[src/pkg/omcc_pkg.sv]
package omcc_pkg;

    // ---------------------------------------------------------------
    // Timing
    // ---------------------------------------------------------------
    localparam int CLK_HZ           = 50_000_000;
    localparam int FAST_HZ          = 8_000_000;
    localparam int SLOW_HZ          = 32_000;
    localparam int FAST_DIV         = (CLK_HZ + FAST_HZ / 2) / FAST_HZ;
    localparam int SLOW_DIV         = (CLK_HZ + SLOW_HZ / 2) / SLOW_HZ;
    localparam int FAST_START_TICKS = 16;
    localparam int SLOW_START_TICKS = 1;
    localparam int GAP_W            = 4;
    localparam logic [GAP_W-1:0] MIN_GAP_M1 = GAP_W'(FAST_DIV - 1);
    localparam logic [GAP_W-1:0] GAP_MAX    = 4'hf;

    // ---------------------------------------------------------------
    // Register map
    // ---------------------------------------------------------------
    localparam logic [7:0] ADDR_MODE    = 8'h00;
    localparam logic [7:0] ADDR_AUX     = 8'h04;
    localparam logic [7:0] ADDR_STAT    = 8'h08;
    localparam logic [7:0] ADDR_IRQ_ST  = 8'h0c;
    localparam logic [7:0] ADDR_IRQ_MSK = 8'h10;

    localparam int MODE_CKS_LSB   = 5;
    localparam int MODE_LTO_BIT   = 3;
    localparam int MODE_HTO_BIT   = 2;
    localparam int MODE_IDLE_ENABLE_ON_HALT_BIT = 1;
    localparam int MODE_HIGH_CLOCK_SELECT_BIT = 0;
    localparam int AUX_IDLE_SYSTEM_CLOCK_KEEP_BIT = 7;
    localparam int AUX_D3_BIT     = 3;
    localparam int AUX_LOW_VOLTAGE_RESET_FLAG_BIT   = 2;
    localparam int AUX_WRF_BIT    = 0;
    localparam int STAT_PDF_BIT   = 0;
    localparam int STAT_TO_BIT    = 1;

    localparam logic [7:0] MODE_RESET = 8'h03;
    localparam logic [7:0] AUX_RESET  = 8'h00;

    localparam logic [2:0] CKS_FIRST_FAST = 3'h2;

    localparam int IRQ_HTO    = 0;
    localparam int IRQ_LTO    = 1;
    localparam int IRQ_WAKE   = 2;
    localparam int IRQ_SWITCH = 3;
    localparam int IRQ_W      = 4;

    localparam int FDIV_W = 6;

    typedef enum logic [2:0] {
        MODE_RUN,
        MODE_DEEP_SLEEP_MODE,
        MODE_SLEEP_WITH_WATCHDOG_MODE,
        MODE_IDLE_CLOCK_OFF_MODE,
        MODE_IDLE_CLOCK_ON_MODE
    } omcc_mode_t;

endpackage

[src/pkg/omcc_osc_if.sv]
`timescale 1ns/1ps
interface omcc_osc_if;
    logic run;
    logic tick;
    logic ready;

    modport osc  (input run, output tick, output ready);
    modport ctrl (output run, input tick, input ready);
endinterface

[src/hw/omcc_top.sv]
// Our own choices: the address map and the Wishbone slave port.
`timescale 1ns/1ps
module omcc_top
    import omcc_pkg::*;
(
    input  wire logic        clk_i,
    input  wire logic        rst_i,
    input  wire logic        wb_cyc_i,
    input  wire logic        wb_stb_i,
    input  wire logic        wb_we_i,
    input  wire logic [7:0]  wb_adr_i,
    input  wire logic [3:0]  wb_sel_i,
    input  wire logic [31:0] wb_dat_i,
    output logic      [31:0] wb_dat_o,
    output logic             wb_ack_o,
    input  wire logic        halt_i,
    input  wire logic        wdt_enabled_i,
    input  wire logic        clr_wdt_i,
    input  wire logic        wdt_overflow_i,
    input  wire logic        wdt_ctrl_reset_i,
    input  wire logic        lvr_event_i,
    input  wire logic        irq_wake_i,
    input  wire logic [7:0]  porta_pin_i,
    input  wire logic [7:0]  porta_wake_en_i,
    output logic             sys_tick_o,
    output logic             cpu_run_o,
    output logic             tbc_run_o,
    output logic             slow_internal_osc_tick_o,
    output logic             fast_div16_tick_o,
    output logic             fast_div64_tick_o,
    output logic             wdt_clear_o,
    output logic             wdt_hold_o,
    output logic             power_down_flag_o,
    output logic             watchdog_expiry_flag_o,
    output logic [2:0]       mode_o,
    output logic             irq_o
);

    omcc_osc_if fast_if ();
    omcc_osc_if slow_if ();

    omcc_osc #(.DIV(FAST_DIV), .START(FAST_START_TICKS)) u_fast (
        .clk_i  (clk_i),
        .rst_i  (rst_i),
        .port_o (fast_if)
    );

    omcc_osc #(.DIV(SLOW_DIV), .START(SLOW_START_TICKS)) u_slow (
        .clk_i  (clk_i),
        .rst_i  (rst_i),
        .port_o (slow_if)
    );

    omcc_mode_t         mode_reg;
    logic [2:0]         cks_reg;
    logic               idle_enable_on_halt_reg;
    logic               high_clock_select_reg;
    logic               idle_system_clock_keep_reg;
    logic               d3_reg;
    logic               low_voltage_reset_flag_reg;
    logic               wrf_reg;
    logic [IRQ_W-1:0]   irq_st_reg;
    logic [IRQ_W-1:0]   irq_msk_reg;
    logic               ack_reg;
    logic [31:0]        rdata_reg;
    logic [31:0]        rdata_next;
    logic [2:0]         cks_act_reg;
    logic               hl_act_reg;
    logic [FDIV_W-1:0]  fdiv_reg;
    logic [FDIV_W-1:0]  div_mask;
    logic [GAP_W-1:0]   gap_reg;
    logic               sys_tick_reg;
    logic               cpu_run_reg;
    logic               tbc_run_reg;
    logic               wdt_clear_reg;
    logic               wdt_hold_reg;
    logic               pdf_reg;
    logic               to_reg;
    logic               irq_reg;
    logic               div16_reg;
    logic               div64_reg;
    logic               hto_d_reg;
    logic               lto_d_reg;
    logic [7:0]         pa_s1_reg;
    logic [7:0]         pa_s2_reg;
    logic [7:0]         pa_s3_reg;

    logic bus_req;
    logic wr_en;
    logic halt_take;
    logic wake;
    logic sys_on;
    logic tgt_fast;
    logic act_fast;
    logic src_tick;
    logic sw_ok;
    logic [IRQ_W-1:0] irq_ev;

    assign bus_req   = wb_cyc_i && wb_stb_i && !ack_reg;
    assign wr_en     = bus_req && wb_we_i && wb_sel_i[0];
    assign halt_take = halt_i && (mode_reg == MODE_RUN);
    assign wake      = (|(pa_s3_reg & ~pa_s2_reg & porta_wake_en_i))
                       || irq_wake_i || wdt_overflow_i;
    assign sys_on    = (mode_reg == MODE_RUN) || (mode_reg == MODE_IDLE_CLOCK_ON_MODE);
    assign tgt_fast  = high_clock_select_reg || (cks_reg >= CKS_FIRST_FAST);
    assign act_fast  = hl_act_reg || (cks_act_reg >= CKS_FIRST_FAST);

    // ---------------------------------------------------------------
    // Port A synchroniser
    // ---------------------------------------------------------------
    always_ff @(posedge clk_i) begin
        if (rst_i) begin
            pa_s1_reg <= 8'hff;
            pa_s2_reg <= 8'hff;
            pa_s3_reg <= 8'hff;
        end else begin
            pa_s1_reg <= porta_pin_i;
            pa_s2_reg <= pa_s1_reg;
            pa_s3_reg <= pa_s2_reg;
        end
    end

    // ---------------------------------------------------------------
    // Operating mode
    // ---------------------------------------------------------------
    always_ff @(posedge clk_i) begin
        if (rst_i) begin
            mode_reg <= MODE_RUN;
        end else begin
            case (mode_reg)
                MODE_RUN: begin
                    if (halt_take) begin
                        if (!idle_enable_on_halt_reg && !wdt_enabled_i) begin
                            mode_reg <= MODE_DEEP_SLEEP_MODE;
                        end else if (!idle_enable_on_halt_reg) begin
                            mode_reg <= MODE_SLEEP_WITH_WATCHDOG_MODE;
                        end else if (!idle_system_clock_keep_reg) begin
                            mode_reg <= MODE_IDLE_CLOCK_OFF_MODE;
                        end else begin
                            mode_reg <= MODE_IDLE_CLOCK_ON_MODE;
                        end
                    end
                end
                default: begin
                    if (wake) begin
                        mode_reg <= MODE_RUN;
                    end
                end
            endcase
        end
    end

    always_ff @(posedge clk_i) begin
        if (rst_i) begin
            cpu_run_reg   <= 1'b1;
            tbc_run_reg   <= 1'b1;
            wdt_clear_reg <= 1'b0;
            wdt_hold_reg  <= 1'b0;
        end else begin
            wdt_clear_reg <= halt_take;
            if (halt_take) begin
                cpu_run_reg  <= 1'b0;
                tbc_run_reg  <= idle_enable_on_halt_reg;
                wdt_hold_reg <= !idle_enable_on_halt_reg && !wdt_enabled_i;
            end else if (mode_reg != MODE_RUN && wake) begin
                cpu_run_reg  <= 1'b1;
                tbc_run_reg  <= 1'b1;
                wdt_hold_reg <= 1'b0;
            end
        end
    end

    // Power-down and expiry flags; the setting event wins
    always_ff @(posedge clk_i) begin
        if (rst_i) begin
            pdf_reg <= 1'b0;
            to_reg  <= 1'b0;
        end else begin
            if (halt_take) begin
                pdf_reg <= 1'b1;
            end else if (clr_wdt_i) begin
                pdf_reg <= 1'b0;
            end
            if (wdt_overflow_i) begin
                to_reg <= 1'b1;
            end else if (halt_take) begin
                to_reg <= 1'b0;
            end
        end
    end

    // ---------------------------------------------------------------
    // Oscillator control
    // ---------------------------------------------------------------
    // Fast osc runs only while a fast source is in use or wanted
    assign fast_if.run = (act_fast || tgt_fast)
                         && sys_on;
    assign slow_if.run = (mode_reg != MODE_DEEP_SLEEP_MODE);

    always_ff @(posedge clk_i) begin
        if (rst_i || !fast_if.run) begin
            fdiv_reg  <= '0;
            div16_reg <= 1'b0;
            div64_reg <= 1'b0;
        end else begin
            if (fast_if.tick) begin
                fdiv_reg <= fdiv_reg + 6'h01;
            end
            div16_reg <= fast_if.tick && (fdiv_reg[3:0] == 4'hf);
            div64_reg <= fast_if.tick && (fdiv_reg == 6'h3f);
        end
    end

    always_comb begin
        case (cks_act_reg)
            3'h2:    div_mask = 6'h3f;
            3'h3:    div_mask = 6'h1f;
            3'h4:    div_mask = 6'h0f;
            3'h5:    div_mask = 6'h07;
            3'h6:    div_mask = 6'h03;
            3'h7:    div_mask = 6'h01;
            default: div_mask = 6'h00;
        endcase
    end

    always_comb begin
        if (hl_act_reg) begin
            src_tick = fast_if.tick;
        end else if (act_fast) begin
            src_tick = fast_if.tick
                       && ((fdiv_reg & div_mask) == div_mask);
        end else begin
            src_tick = slow_if.tick;
        end
    end

    // ---------------------------------------------------------------
    // Source switch and system tick
    // ---------------------------------------------------------------
    // Change at a source tick, or at any time while the system clock is off, and only to a ready oscillator
    assign sw_ok = ((hl_act_reg != high_clock_select_reg) || (cks_act_reg != cks_reg))
                   && (tgt_fast ? fast_if.ready : slow_if.ready)
                   && (src_tick || !sys_on);

    always_ff @(posedge clk_i) begin
        if (rst_i) begin
            hl_act_reg  <= MODE_RESET[MODE_HIGH_CLOCK_SELECT_BIT];
            cks_act_reg <= MODE_RESET[7:MODE_CKS_LSB];
        end else if (sw_ok) begin
            hl_act_reg  <= high_clock_select_reg;
            cks_act_reg <= cks_reg;
        end
    end

    always_ff @(posedge clk_i) begin
        if (rst_i) begin
            sys_tick_reg <= 1'b0;
            gap_reg      <= GAP_MAX;
        end else begin
            // Minimum spacing hides a short first pulse after a switch
            sys_tick_reg <= sys_on && src_tick
                            && (gap_reg >= MIN_GAP_M1);
            if (sys_on && src_tick && (gap_reg >= MIN_GAP_M1)) begin
                gap_reg <= '0;
            end else if (gap_reg != GAP_MAX) begin
                gap_reg <= gap_reg + 4'h1;
            end
        end
    end

    // ---------------------------------------------------------------
    // Register file
    // ---------------------------------------------------------------
    always_ff @(posedge clk_i) begin
        if (rst_i) begin
            cks_reg    <= MODE_RESET[7:MODE_CKS_LSB];
            idle_enable_on_halt_reg  <= MODE_RESET[MODE_IDLE_ENABLE_ON_HALT_BIT];
            high_clock_select_reg  <= MODE_RESET[MODE_HIGH_CLOCK_SELECT_BIT];
            idle_system_clock_keep_reg <= AUX_RESET[AUX_IDLE_SYSTEM_CLOCK_KEEP_BIT];
            d3_reg     <= AUX_RESET[AUX_D3_BIT];
        end else if (wr_en && wb_adr_i == ADDR_MODE) begin
            cks_reg   <= wb_dat_i[7:MODE_CKS_LSB];
            idle_enable_on_halt_reg <= wb_dat_i[MODE_IDLE_ENABLE_ON_HALT_BIT];
            high_clock_select_reg <= wb_dat_i[MODE_HIGH_CLOCK_SELECT_BIT];
        end else if (wr_en && wb_adr_i == ADDR_AUX) begin
            idle_system_clock_keep_reg <= wb_dat_i[AUX_IDLE_SYSTEM_CLOCK_KEEP_BIT];
            d3_reg     <= wb_dat_i[AUX_D3_BIT];
        end
    end

    always_ff @(posedge clk_i) begin
        if (rst_i) begin
            low_voltage_reset_flag_reg <= AUX_RESET[AUX_LOW_VOLTAGE_RESET_FLAG_BIT];
            wrf_reg  <= AUX_RESET[AUX_WRF_BIT];
        end else begin
            if (lvr_event_i) begin
                low_voltage_reset_flag_reg <= 1'b1;
            end else if (wr_en && wb_adr_i == ADDR_AUX
                         && !wb_dat_i[AUX_LOW_VOLTAGE_RESET_FLAG_BIT]) begin
                low_voltage_reset_flag_reg <= 1'b0;
            end
            if (wdt_ctrl_reset_i) begin
                wrf_reg <= 1'b1;
            end else if (wr_en && wb_adr_i == ADDR_AUX
                         && !wb_dat_i[AUX_WRF_BIT]) begin
                wrf_reg <= 1'b0;
            end
        end
    end

    assign irq_ev[IRQ_HTO]    = fast_if.ready && !hto_d_reg;
    assign irq_ev[IRQ_LTO]    = slow_if.ready && !lto_d_reg;
    assign irq_ev[IRQ_WAKE]   = (mode_reg != MODE_RUN) && wake;
    assign irq_ev[IRQ_SWITCH] = sw_ok;

    always_ff @(posedge clk_i) begin
        if (rst_i) begin
            irq_st_reg  <= '0;
            irq_msk_reg <= '0;
            hto_d_reg   <= 1'b0;
            lto_d_reg   <= 1'b0;
            irq_reg     <= 1'b0;
        end else begin
            hto_d_reg <= fast_if.ready;
            lto_d_reg <= slow_if.ready;
            irq_reg   <= |(irq_st_reg & irq_msk_reg);
            if (wr_en && wb_adr_i == ADDR_IRQ_ST) begin
                irq_st_reg <= irq_ev | (irq_st_reg & ~wb_dat_i[IRQ_W-1:0]);
            end else begin
                irq_st_reg <= irq_ev | irq_st_reg;
            end
            if (wr_en && wb_adr_i == ADDR_IRQ_MSK) begin
                irq_msk_reg <= wb_dat_i[IRQ_W-1:0];
            end
        end
    end

    always_comb begin
        rdata_next = 32'h0000_0000;
        case (wb_adr_i)
            ADDR_MODE: begin
                rdata_next[7:MODE_CKS_LSB]  = cks_reg;
                rdata_next[MODE_LTO_BIT]    = slow_if.ready;
                rdata_next[MODE_HTO_BIT]    = fast_if.ready;
                rdata_next[MODE_IDLE_ENABLE_ON_HALT_BIT]  = idle_enable_on_halt_reg;
                rdata_next[MODE_HIGH_CLOCK_SELECT_BIT]  = high_clock_select_reg;
            end
            ADDR_AUX: begin
                rdata_next[AUX_IDLE_SYSTEM_CLOCK_KEEP_BIT]  = idle_system_clock_keep_reg;
                rdata_next[AUX_D3_BIT]      = d3_reg;
                rdata_next[AUX_LOW_VOLTAGE_RESET_FLAG_BIT]    = low_voltage_reset_flag_reg;
                rdata_next[AUX_WRF_BIT]     = wrf_reg;
            end
            ADDR_STAT: begin
                rdata_next[STAT_PDF_BIT]    = pdf_reg;
                rdata_next[STAT_TO_BIT]     = to_reg;
            end
            ADDR_IRQ_ST:  rdata_next[IRQ_W-1:0] = irq_st_reg;
            ADDR_IRQ_MSK: rdata_next[IRQ_W-1:0] = irq_msk_reg;
            default:      rdata_next = 32'h0000_0000;
        endcase
    end

    always_ff @(posedge clk_i) begin
        if (rst_i) begin
            ack_reg   <= 1'b0;
            rdata_reg <= 32'h0000_0000;
        end else begin
            ack_reg   <= bus_req;
            rdata_reg <= bus_req ? rdata_next : 32'h0000_0000;
        end
    end

    assign wb_ack_o               = ack_reg;
    assign wb_dat_o               = rdata_reg;
    assign sys_tick_o             = sys_tick_reg;
    assign cpu_run_o              = cpu_run_reg;
    assign tbc_run_o              = tbc_run_reg;
    assign slow_internal_osc_tick_o            = slow_if.tick;
    assign fast_div16_tick_o      = div16_reg;
    assign fast_div64_tick_o      = div64_reg;
    assign wdt_clear_o            = wdt_clear_reg;
    assign wdt_hold_o             = wdt_hold_reg;
    assign power_down_flag_o      = pdf_reg;
    assign watchdog_expiry_flag_o = to_reg;
    assign mode_o                 = mode_reg;
    assign irq_o                  = irq_reg;

    // ---------------------------------------------------------------
    // Checks
    // ---------------------------------------------------------------
    a_deep_sleep_mode_entry: assert property (@(posedge clk_i) disable iff (rst_i)
        halt_take && !idle_enable_on_halt_reg && !wdt_enabled_i
        |=> mode_reg == MODE_DEEP_SLEEP_MODE && wdt_hold_reg && !cpu_run_reg)
        else $error("deep sleep not entered");
    a_sleep_with_watchdog_mode_entry: assert property (@(posedge clk_i) disable iff (rst_i)
        halt_take && !idle_enable_on_halt_reg && wdt_enabled_i
        |=> mode_reg == MODE_SLEEP_WITH_WATCHDOG_MODE && !tbc_run_reg)
        else $error("watchdog sleep not entered");
    a_idle_clock_off_mode_entry: assert property (@(posedge clk_i) disable iff (rst_i)
        halt_take && idle_enable_on_halt_reg && !idle_system_clock_keep_reg
        |=> mode_reg == MODE_IDLE_CLOCK_OFF_MODE ##1 !sys_tick_reg)
        else $error("idle clock off not entered");
    a_idle_clock_on_mode_entry: assert property (@(posedge clk_i) disable iff (rst_i)
        halt_take && idle_enable_on_halt_reg && idle_system_clock_keep_reg
        |=> mode_reg == MODE_IDLE_CLOCK_ON_MODE && tbc_run_reg)
        else $error("idle clock on not entered");
    a_pdf_to_entry: assert property (@(posedge clk_i) disable iff (rst_i)
        halt_take && !wdt_overflow_i |=> pdf_reg && !to_reg)
        else $error("power down flags wrong on entry");
    a_fast_stops: assert property (@(posedge clk_i) disable iff (rst_i)
        !act_fast && !tgt_fast |-> !fast_if.run ##1 !div16_reg)
        else $error("fast osc runs on slow clock");
    a_lto_deep: assert property (@(posedge clk_i) disable iff (rst_i)
        mode_reg == MODE_DEEP_SLEEP_MODE && $past(mode_reg) == MODE_DEEP_SLEEP_MODE
        |-> !slow_if.ready)
        else $error("slow ready high in deep sleep");
    a_low_voltage_reset_flag_noset: assert property (@(posedge clk_i) disable iff (rst_i)
        !low_voltage_reset_flag_reg && !lvr_event_i |=> !low_voltage_reset_flag_reg)
        else $error("low voltage flag set by software");
    a_wrf_sticky: assert property (@(posedge clk_i) disable iff (rst_i)
        wrf_reg && !(wr_en && wb_adr_i == ADDR_AUX) |=> wrf_reg)
        else $error("reset flag cleared without write");
    a_switch_wait: assert property (@(posedge clk_i) disable iff (rst_i)
        tgt_fast && !fast_if.ready
        |=> $stable(hl_act_reg) && $stable(cks_act_reg))
        else $error("switched to unready fast osc");
    a_wake_run: assert property (@(posedge clk_i) disable iff (rst_i)
        mode_reg != MODE_RUN && wdt_overflow_i
        |=> mode_reg == MODE_RUN && cpu_run_reg)
        else $error("no wake on watchdog overflow");
    a_tick_spacing: assert property (@(posedge clk_i) disable iff (rst_i)
        sys_tick_reg |=> !sys_tick_reg [*4])
        else $error("system tick too close");

endmodule

[src/hw/omcc_osc.sv]
`timescale 1ns/1ps
module omcc_osc
    import omcc_pkg::*;
#(
    parameter int DIV   = 6,
    parameter int START = 1
) (
    input wire logic clk_i,
    input wire logic rst_i,
    omcc_osc_if.osc  port_o
);

    logic [15:0] cnt_reg;
    logic [7:0]  start_reg;

    // ---------------------------------------------------------------
    // Oscillator tick
    // ---------------------------------------------------------------
    always_ff @(posedge clk_i) begin
        if (rst_i || !port_o.run) begin
            cnt_reg     <= 16'h0000;
            port_o.tick <= 1'b0;
        end else begin
            port_o.tick <= (cnt_reg == 16'(DIV - 1));
            if (cnt_reg == 16'(DIV - 1)) begin
                cnt_reg <= 16'h0000;
            end else begin
                cnt_reg <= cnt_reg + 16'h0001;
            end
        end
    end

    // ---------------------------------------------------------------
    // Stability flag
    // ---------------------------------------------------------------
    always_ff @(posedge clk_i) begin
        if (rst_i || !port_o.run) begin
            start_reg    <= 8'h00;
            port_o.ready <= 1'b0;
        end else if (port_o.tick && !port_o.ready) begin
            if (start_reg == 8'(START - 1)) begin
                port_o.ready <= 1'b1;
            end else begin
                start_reg <= start_reg + 8'h01;
            end
        end
    end

endmodule

[config.mk]
export PLATFORM = sky130hd
export DESIGN_NAME = omcc_top
export DESIGN_NICKNAME = d
export VERILOG_FILES = /design/src/pkg/omcc_pkg.sv /design/src/pkg/omcc_osc_if.sv /design/src/hw/omcc_top.sv /design/src/hw/omcc_osc.sv
export SDC_FILE = /design/constraint.sdc
export NUM_CORES = 1
export LEC_CHECK = 0
export ABC_AREA = 1
export BUFFER_PORTS_ARGS = -buffer_cell sky130_fd_sc_hd__buf_2
export CAP_MARGIN = 40
export CORE_MARGIN = 2
export CORE_UTILIZATION = 28
export CTS_CLUSTER_DIAMETER = 120
export DETAILED_ROUTE_END_ITERATION = 16
export HOLD_SLACK_MARGIN = 0.15
export MAX_ROUTING_LAYER = met4
export PLACE_DENSITY_LB_ADDON = 0.05
export SLEW_MARGIN = 10
export SYNTH_ARGS = -nofsm -noshare
export SYNTH_HDL_FRONTEND = slang
export SYNTH_HIERARCHICAL = 1
export SYNTH_SLANG_ARGS = --single-unit
[constraint.sdc]
create_clock -name clk_i -period 3.2 [get_ports clk_i]
set_clock_uncertainty 0.05 [all_clocks]
set_input_delay 0.64 -clock clk_i [delete_from_list [all_inputs] [get_ports clk_i]]
set_output_delay 0.64 -clock clk_i [all_outputs]
set_load 0.02 [all_outputs]
Yosys cells after proc, flatten, opt, wreduce, memory -nomap -nowiden:

Cells that the tools add are included.

* flip-flop bits (word level): 155
* bits in latches: 0
* RAM bits: 0
* ROM bits: 0
* input port bits: 72
* output and inout bits: 47
* memories: 0

* $add $sub $neg: 6
* $mul: 0
* divide/modulo/power cells: 0
* $lt $le $gt $ge: 3
* equal/unequal tests: 22
* shift operators: 0
* mux-type cells: 30
* bitwise gates (word level): 14
* reduce and logical (&&, ||, !) cells: 70

Operator list (number)
* $pmux 6 s6: 1
* $add 16x1->16 const B: 2
* $logic_and 1x1->1: 25
* $eq 8x4->1 const B: 3
* $mux 3: 6
* $add 8x1->8 const B: 2
* $and 8x8->8: 2
* $eq 16x11->1 const B: 1
* $eq 16x3->1 const B: 1
* $logic_not 8->1: 2
* $mux 1: 16
* $eq 3x3->1 const B: 5
* $reduce_bool 2->1: 7
* $logic_not 1->1: 12
* $mux 4: 3
* $reduce_and 2->1: 6
* $logic_or 1x1->1: 10
* $and 4x4->4: 2
* $eq 8x3->1 const B: 1
* $eq 8x5->1 const B: 1
* $not 8->8: 1
* $or 4x4->4: 2
* $pmux 2 s4: 1
* $reduce_or 8->1: 1
* other kinds (24): 32

Logic depth before layout (Yosys ltp):

Gate-level depths: netlist of run 1.

* depth in word-level cells: 11
* mapped depth: 12
* mapped depth without buffers: 12

Modules after synthesis:

The synthesis of run 1 kept the hierarchy.

By module, submodules not included
* omcc_top: times used 1, cells each 430, area each 3439.5 um2
* omcc_osc at u_slow: times used 1, cells each 197, area each 1320.0 um2
* omcc_osc at u_fast: times used 1, cells each 194, area each 1310.0 um2

Worst setup path before layout of run 1:

No wires, ideal clock.

* path kind: register -> register
* start: register cks_act_reg[2]
* end: register u_fast.cnt_reg[10]
* data arrival time: 1.558 ns
* path slack: 1.522 ns
* stages on the path, launching flop included: 11
* path buffers: 1
* clock period less this slack: 1.678 ns
* cells stage by stage: dfxtp_1 > inv_1 > ha_1 > inv_1 > nor2_1 > a31oi_2 > inv_1 > nor2_2 > nand2_2 > buf_6 > a21oi_1

* longest elaborated chain between the ends: 7

RTL lines
* from (decl): line omcc_top.sv:67 `logic [2:0] cks_act_reg;`
* from (signal assigned): line omcc_top.sv:248 `cks_act_reg <= MODE_RESET[7:MODE_CKS_LSB];`
* from (signal assigned): line omcc_top.sv:251 `cks_act_reg <= cks_reg;`
* $ge 3x2->1: line omcc_top.sv:106 `assign act_fast = hl_act_reg || (cks_act_reg >= CKS_FIRST_FAST);`
* $logic_or 1x1->1: line omcc_top.sv:106
* $logic_or 1x1->1: line omcc_top.sv:196 `assign fast_if.run = (act_fast || tgt_fast)`
* $logic_and 1x1->1: line omcc_top.sv:197 `&& sys_on;`
* net fast_if.run: line omcc_osc_if.sv:3 `logic run;`
* $logic_not 1->1: line omcc_osc.sv:20 `if (rst_i || !port_o.run) begin`
* $logic_or 1x1->1: line omcc_osc.sv:20
* $reduce_or 2->1 (no source line)
* to (signal assigned): line omcc_osc.sv:28 `cnt_reg <= cnt_reg + 16'h0001;`
* to (decl): line omcc_osc.sv:13 `logic [15:0] cnt_reg;`

The timed path passes the listed nets, and every way through them passes these cells.
A chain may end at the register's enable or synchronous reset.

Final worst setup path of run 1:

* start: register cks_act_reg[2]
* end: register u_fast.cnt_reg[7]

The elaborated chain is that of the path after synthesis.

==> results of run 1 <==
-- stage by stage --
step	instances	setup slack, ns	total power, uW
6_report	1187	1.09	4090
5_1_grt	1187	0.823	4300
4_1_cts	1187	1.07	4170
3_5_place_dp	1155	0.971	2220
3_3_place_gp	1155	1.00	2210
2_1_floorplan	845	1.52	2110
-- final cells by class --
type,instances,share of cell area [%]
flip-flops and latches,130,36.1
well taps,275,4.77
repair buffers,68,4.83
clock inverters,15,2.27
clock buffers,17,5.90
inverters,112,5.83
multi-input cells,570,40.3
-- power by group through the flow --
stage | Combinational [uW] | Clock (uW) | Sequential, uW
floorplan | 343 | 0 | 1770
global placement | 451 | 0 | 1760
detailed placement | 457 | 0 | 1770
CTS | 460 | 1980 | 1730
global route | 519 | 2050 | 1730
finish | 451 | 1910 | 1730
-- worst reg2reg max path, stage by stage (launching register included) --
cell and delay (ns):
dfxtp_1 0.47, inv_1 0.12, ha_1 0.23, inv_1 0.06, nor2_1 0.05, a31oi_2 0.16
inv_1 0.07, nor2_2 0.33, nand2_2 0.31, a21oi_1 0.20
-- placed cells by master, fill, tap and decap left out, types with 2 or more instances in the layout --
cell type | netlist | routed
clkbuf_16 | 0 | 17
nor2_2 | 10 | 10
clkinvlp_4 | 0 | 2
buf_2 | 0 | 65
nand2_1 | 158 | 158
nor3_1 | 13 | 13
ha_1 | 14 | 14
clkinv_8 | 0 | 3
or2_2 | 20 | 20
o22ai_1 | 5 | 5
conb_1 | 1 | 25
nand4_1 | 10 | 10
a21oi_2 | 2 | 2
o21ai_1 | 7 | 7
inv_2 | 5 | 5
a21oi_1 | 54 | 54
xor2_1 | 11 | 11
inv_1 | 106 | 106
inv_8 | 0 | 5
nor2_1 | 109 | 109
buf_4 | 25 | 3
nor2_4 | 6 | 6
inv_6 | 0 | 2
nand3_1 | 53 | 53
clkinv_4 | 0 | 3
nand2_2 | 14 | 14
o21ai_2 | 3 | 3
dfxtp_1 | 130 | 130
xnor2_1 | 6 | 6
o211ai_1 | 4 | 4
nand3_2 | 4 | 4
o21ai_0 | 23 | 23
a31oi_1 | 2 | 2
-- kinds of logic (layout without fill, tap and decap cells) --
group / after synthesis / in the layout / synth area share [%]
AOI/OAI and AO/OA: 108 / 108 / 10.2
xor gates and xnor gates: 17 / 17 / 2.45
adders and majority gates: 14 / 14 / 2.89
buffers and inverters: 145 / 212 / 10.8
DFF: 130 / 130 / 42.9
other: 1 / 25 / 0.0618
and+or+nand+nor: 406 / 406 / 30.8
-- synth_stat cells, types with 6 or more instances --
master | count | share of area [%]
clkbuf_1 | 6 | 0.37
xor2_1 | 11 | 1.6
nand2_1 | 158 | 9.8
ha_1 | 14 | 2.9
a21oi_1 | 54 | 4.5
nand4_1 | 10 | 1.0
nor2_4 | 6 | 1.1
xnor2_1 | 6 | 0.87
dfxtp_1 | 130 | 43
nor2_2 | 10 | 1.0
buf_4 | 25 | 3.1
or2_2 | 20 | 2.1
nand3_1 | 53 | 4.4
inv_1 | 106 | 6.6
nand2_2 | 14 | 1.4
nor2_1 | 109 | 6.7
o21ai_1 | 7 | 0.58
o21ai_0 | 23 | 1.9
nor3_1 | 13 | 1.1
-- metal layers --
metal,vias to the layer above,part of all wire [%],global-route usage (%)
li1,2723,-,-
met1,2296,49,16.1
met2,94,46,21.2
met3,19,3.9,2.92
met4,0,1.5,5.61
met5,-,0,-
-- worst paths after layout --
check,startpoint,endpoint,slack (ns),depth (start not counted)
min,porta_pin_i[2],pa_s1_reg[2],0.35,2
max reg2reg,cks_act_reg[2],u_fast/cnt_reg[7],1.09,9
min reg2reg,pa_s1_reg[4],pa_s2_reg[4],0.35,1
max,cks_act_reg[2],u_fast/cnt_reg[7],1.09,9
==> impl_metrics.csv, run 1 <==
group,metric,value,unit
outcome,status,"finished, final reports clean",
power,power_density,567,nW/um2
logic_synthesis,synthFlopType,"dfxtp_1",
timing,period_minus_slack,2.11,ns
logic_synthesis,synth-edff-count,0,
detailed_routing,finalWirelength,14000,um
worst_setup_path,crit_chain,"inv_1 -> ha_1 -> inv_1 -> nor2_1 -> a31oi_2 -> inv_1 -> nor2_2 -> nand2_2 -> a21oi_1",
die,rows,53,
worst_setup_path,max_stage_delay,0.47,ns
worst_setup_path,critical_path_class,"flop to flop",
clock_network,clockRootBuffer,"clkbuf_16",
clock_network,postCtsSetupRepairBufs,0,
worst_setup_path,cp.required,3.50,ns
timing,setup_viol,0,
clock_network,cts.path.max_buffers,2,
die,die_width,151,um
timing,fmax,474,MHz
power,p_leak,0.00299,uW
detailed_routing,post_drt_via_cell_ratio,4.32,
clock_network,cts_tree,"done",
detailed_routing,ant_nets,0,
logic_synthesis,yosys_warnings,6,
placed_design,io_buffers,65,
worst_setup_path,endpoint_kind,"flop",
finish,n_fill_cell,2284,
worst_setup_path,cp_top_family,"simple AND/OR/NAND/NOR gates",
finish,antenna_cells,0,
power,clkPwrFrac,46.7,%
worst_setup_path,cp_num_buf_inv,3,
power,p_seq_share,42.3,%
timing,grt_setup_unrepaired,"false",
finish,post-route-util,34.1,%
detailed_routing,drt_pass1_iterations,4,
placed_design,place_area,6620,um2
detailed_routing,drc,0,
worst_setup_path,start_kind,"flop",
die,io_pins,119,
timing,worst_hold_slack,0.346,ns
power,power.share.switching,29.7,%
global_routing,grt_pass1_vias,4944,
finish,drive_gt1_share,18.9,%
clock_network,clk_pin_slew,0.07,ns
timing,relSlewSlack,54.3,%
detailed_routing,wl_per_cell,11.8,um
global_routing,antenna_found_initial,0,
clock_network,hold_buffers,0,
power,power.net_switching,1210,uW
clock_network,cts_resized,0,
die,initial_utilization,28.7,%
die,core,21200,um2
logic_synthesis,netlist_area,6070,um2
finish,nNetsFinal,985,
logic_synthesis,ys_seq_area_share,42.9,%
finish,design_area,7210,um2
clock_network,htree_num_levels,4,
placed_design,hpwl,10400,um
placed_design,gp_congestion,0.771,
timing,hold_viol,0,
detailed_routing,via_count,5132,
global_routing,gr-total-overflow,0,
finish,seq_area,2600,um2
finish,multi_input_area,2900,um2
power,p_int,2870,uW
logic_synthesis,synth_async_sr_flop_share,0,%
global_routing,grt_use_total,13.2,%
clock_network,clkSinkCount,130,
worst_setup_path,crit_path_max_fanout,16,
logic_synthesis,synth_area_per_cell,7.39,um2
flow_run,drv_cap,0,
clock_network,clock_latency,0.42,ns
die,die_h,151,um
timing,fin_crit_sh,65.9,%
timing,drv_slew,0,
finish,syn_to_final_growth,18.8,%
power,combPwrFrac,11.0,%
global_routing,grt_max_degree,23,
power,ir_drop,0.318,mV
timing,fin_setup_tns,0,ns
logic_synthesis,syn_inst,821,
logic_synthesis,ys_ff_latch,130,
global_routing,grt_pass1_wl,23300,um
logic_synthesis,synth_cell_types,46,
timing,tightest_slew,0.683,ns
worst_setup_path,worstPathArrival,2.41,ns
min_path,hold_class,"input pin to flop",
worst_setup_path,slowest_stage,"dfxtp_1",
detailed_routing,drt_iter0_drc,191,
worst_setup_path,worst_path_most_repeated_cell,"inv_1",
clock_network,numCtsBuffers,17,
die,die_area,22900,um2
Power figures use the tool's default switching activity.
==> run 2: changes to the inputs <==
Clock period 3.2 ns to 1.8 ns, I/O delays scaled along.
==> impl_metrics.csv, run 2 (synthesized netlist as in run 1, its figures left out) <==
group,metric,value,unit
placed_design,gp_congestion,0.770,
worst_setup_path,start_kind,"flop",
finish,n_fill_cell,2294,
worst_setup_path,worstPathArrival,1.92,ns
min_path,hold_class,"input pin to flop",
timing,setup_viol,0,
detailed_routing,drt_iter0_drc,203,
finish,multi_input_area,2920,um2
outcome,status,"finished, final reports clean",
clock_network,clock_latency,0.42,ns
finish,seq_area,2600,um2
global_routing,grt_pass1_wl,23400,um
clock_network,htree_num_levels,4,
timing,fin_setup_tns,0,ns
timing,grt_setup_unrepaired,"false",
global_routing,antenna_found_initial,0,
finish,nNetsFinal,1008,
global_routing,grt_pass1_vias,4929,
power,p_seq_share,42.4,%
power,power.share.switching,29.4,%
worst_setup_path,critical_path_class,"flop to flop",
global_routing,grt_use_total,13.2,%
timing,drv_slew,0,
power,combPwrFrac,12.0,%
die,die_h,151,um
die,core,21200,um2
finish,mostFrequentLayoutCells,"nand2_1 (157), dfxtp_1 (129), nor2_1 (109)",
worst_setup_path,endpoint_kind,"flop",
detailed_routing,via_count,5165,
global_routing,grt_max_degree,26,
timing,period_minus_slack,1.67,ns
die,initial_utilization,28.7,%
worst_setup_path,cp.required,2.05,ns
power,ir_drop,0.552,mV
worst_setup_path,crit_start,"mode_o[0]",
clock_network,cts_tree,"done",
power,clkPwrFrac,45.7,%
global_routing,gr-total-overflow,0,
die,die_area,22900,um2
detailed_routing,post_drt_via_cell_ratio,4.27,
die,io_pins,119,
clock_network,clkSinkCount,130,
detailed_routing,wl_per_cell,11.5,um
power,p_int,5120,uW
flow_run,drv_cap,0,
worst_setup_path,crit_path_max_fanout,15,
timing,worst_slack,0.127,ns
detailed_routing,ant_nets,0,
clock_network,numCtsBuffers,17,
timing,fin_crit_sh,92.9,%
die,rows,53,
finish,syn_to_final_growth,22.0,%
placed_design,post-place-ws,0.0922,ns
clock_network,clockRootBuffer,"clkbuf_16",
min_path,hold_start,"wb_dat_i[5]",
finish,antenna_cells,0,
placed_design,hpwl,10400,um
power,power_density,980,nW/um2
die,die_width,151,um
detailed_routing,finalWirelength,13900,um
timing,fmax,598,MHz
power,p_leak,0.00308,uW
detailed_routing,drt_pass1_iterations,5,
finish,layout_commonest_cell,"nand2_1",
worst_setup_path,timing.rr.start,"mode_o[0]",
clock_network,cts.path.max_buffers,2,
finish,drive_gt1_share,19.7,%
power,power.net_switching,2130,uW
detailed_routing,drc,0,
placed_design,io_buffers,65,
clock_network,clk_pin_slew,0.07,ns
timing,hold_viol,0,
-- run 2: cell count changes in the layout (fill, tap and decap cells not counted), sizes merged --
cell         change
clkinv           -4
buf             +10
clkinvlp         +1
dlygate4sd3     +13
inv              +3
-- run 2: path summary, 6_finish.rpt --
path	end	slack (ns)	cells past startpoint
worst min register to register	pa_s2_reg[3]	0.36	1
worst max register to register	u_slow/cnt_reg[6]	0.13	7
worst min-delay path	cks_reg[0]	0.17	3
worst max-delay path	u_slow/cnt_reg[6]	0.13	7
-- run 2: cell type report --
type	count	share of cell area, %
multi-input cells	570	39.4
well taps	275	4.65
clock inverters	15	1.86
inverters	112	5.68
clock buffers	17	5.74
flip-flops and latches	130	35.2
repair buffers	91	7.47
-- run 2: power by group through the flow --
stage,clock network [uW],logic (uW),registers [uW]
5_1_grt,3570,982,3090
4_1_cts,3440,869,3070
3_5_place_dp,0,842,3140
2_1_floorplan,0,610,3150
3_3_place_gp,0,826,3130
6_report,3310,868,3070
-- run 2: layer usage --
metal	wire length, um	up-vias	GRT usage (%)
met4	198	0	4.63
met1	6750	2290	16.4
met2	6440	92	21.2
li1	-	2768	-
met5	0	-	-
met3	551	15	3.13
-- run 2: metrics by stage --
| stage | cells | instance area, um2 | utilization, % | total power, uW | hold WS (ns) |
|---|---|---|---|---|---|
| 3_5_place_dp | 1165 | 6690 | 31.6 | 3980 | 0.344 |
| 3_3_place_gp | 1165 | 6690 | 31.6 | 3960 | 0.343 |
| 2_1_floorplan | 845 | 6160 | - | 3760 | 0.339 |
| 6_report | 1210 | 7410 | 35.0 | 7250 | 0.174 |
| 5_1_grt | 1210 | 7410 | 35.0 | 7630 | 0.181 |
| 4_1_cts | 1210 | 7390 | 34.9 | 7380 | 0.154 |
-- run 2: repair_timing --
action | in CTS | in global routing
setup endpoints to repair | 0 | 20
hold endpoints to repair | 13 | 0
resized for setup | 0 | 5
hold buffers | 13 | 0
buffers inserted | 0 | 0
-- run 2: worst max-delay path, stage by stage, from the launching register on --
cell and delay, ns:
dfxtp_1 0.41, or3b_2 0.47, inv_1 0.06, nor2_1 0.03
buf_4 0.17, nand2_2 0.07, buf_4 0.21, nor3_1 0.07
==> run 3: changes to the inputs <==
Settings changed: CORE_ASPECT_RATIO set to 1.25.
==> impl_metrics.csv, run 3 (synthesized netlist as in run 1, its figures left out) <==
group,metric,value,unit
min_path,hold_class,"input pin to flop",
timing,period_minus_slack,1.60,ns
clock_network,cts_tree,"done",
finish,drive_gt1_share,20.4,%
global_routing,antenna_found_initial,0,
global_routing,gr-total-overflow,0,
worst_setup_path,cp.required,2.06,ns
placed_design,hpwl,10600,um
power,p_seq_share,40.4,%
placed_design,gp_congestion,0.748,
worst_setup_path,crit_path_max_fanout,8,
finish,antenna_cells,0,
global_routing,grt_max_degree,38,
die,core,21400,um2
die,rows,60,
die,die_h,169,um
worst_setup_path,worstPathArrival,1.86,ns
detailed_routing,drt_pass1_iterations,4,
worst_setup_path,start_kind,"flop",
clock_network,clock_latency,0.42,ns
timing,fin_setup_tns,0,ns
worst_setup_path,critical_path_class,"flop to flop",
clock_network,clockRootBuffer,"clkbuf_16",
timing,drv_slew,0,
timing,fin_crit_sh,89.0,%
power,ir_drop,0.673,mV
clock_network,numCtsBuffers,17,
placed_design,dp_cells,1172,
placed_design,io_buffers,65,
power,power.net_switching,2080,uW
detailed_routing,drc,0,
timing,grt_setup_unrepaired,"false",
power,p_total,7610,uW
finish,nNetsFinal,1011,
power,power_density,1020,nW/um2
flow_run,drv_cap,0,
clock_network,clkSinkCount,130,
die,die_area,22900,um2
outcome,status,"finished, final reports clean",
worst_setup_path,cp_num_buf_inv,1,
clock_network,clk_pin_slew,0.06,ns
detailed_routing,ant_nets,0,
die,die_width,136,um
timing,hold_viol,0,
finish,syn_to_final_growth,23.4,%
timing,setup_viol,0,
worst_setup_path,max_stage_delay,0.32,ns
clock_network,htree_num_levels,4,
timing,fmax,624,MHz
worst_setup_path,crit_chain,"inv_2 -> ha_2 -> nand2_1 -> nand3_1 -> nor2_1 -> nand3_1 -> nand2_2 -> nand2_1 -> nand2_4 -> nand3_1 -> nand2_1 -> nor2_1",
global_routing,grt_pass1_wl,23400,um
detailed_routing,drt_iter0_drc,233,
detailed_routing,finalWirelength,14200,um
power,p_leak,0.00312,uW
global_routing,grt_pass1_vias,4964,
global_routing,grt_use_total,13.3,%
power,p_int,5530,uW
detailed_routing,via_count,5154,
power,clkPwrFrac,48.1,%
worst_setup_path,cp_top_family,"simple AND/OR/NAND/NOR gates",
worst_setup_path,slowest_stage,"dfxtp_2",
die,initial_utilization,28.4,%
finish,mostFrequentLayoutCells,"nand2_1 (156), dfxtp_1 (129), nor2_1 (108)",
power,power.share.switching,27.3,%
detailed_routing,wl_per_cell,11.7,um
finish,layout_commonest_cell,"nand2_1",
clock_network,cts.path.max_buffers,2,
detailed_routing,post_drt_via_cell_ratio,4.24,
worst_setup_path,endpoint_kind,"flop",
die,io_pins,119,
finish,stdcell_count,1217,
power,combPwrFrac,11.5,%
-- run 3: routing by layer --
metal	global-route usage, %	wire length, um	up-vias
li1	-	-	2767
met1	14.7	6300	2287
met2	23.2	7140	79
met3	2.64	470	21
met4	5.48	297	0
met5	-	0	-
-- run 3: path summary, 6_finish.rpt --
path                  startpoint             end  slack, ns  depth (start not counted)
setup / recovery  cks_act_reg[1]  cks_act_reg[1]       0.20                         12
hold / removal       wb_dat_i[5]      cks_reg[0]       0.16                          3
setup reg to reg  cks_act_reg[1]  cks_act_reg[1]       0.20                         12
hold reg to reg     pa_s1_reg[2]    pa_s2_reg[2]       0.36                          1
-- run 3: power by group through the flow --
stage	combinational, uW	sequential (uW)	clock (uW)
after detailed placement	857	3140	0
after global placement	874	3140	0
after CTS	883	3070	3780
after floorplan	610	3150	0
after global routing	1010	3080	3910
final	874	3070	3660
-- run 3: metrics by stage --
step	utilization [%]	hold WS [ns]	setup slack [ns]	cell area [um2]
final	35.0	0.164	0.198	7490
after global routing	35.0	0.165	0.0122	7490
after CTS	34.9	0.154	0.0566	7460
after detailed placement	31.4	0.342	-0.0312	6720
after global placement	31.4	0.340	-0.0135	6720
after floorplan	-	0.339	0.122	6160
-- run 3: what timing repair did --
action	CTS	global route
buffers inserted	0	1
hold endpoints to repair	12	0
hold buffers	12	0
pin swaps	0	1
gates resized for setup	1	6
endpoints found under the setup margin	7	17
-- run 3: area by class of cell --
type | instances | area, um2
fill | 2338 | 13900
clock inverter | 15 | 194
multi-input combinational | 570 | 2920
timing repair buffer | 94 | 573
sequential | 130 | 2600
clock buffer | 17 | 425
inverter | 112 | 420
tap | 279 | 349
-- run 3: worst min-delay path: cells and delay by family --
kind,cells,cell delay (ns)
AOI/OAI and AO/OA,2,0.16
buffers and inverters,1,0.08
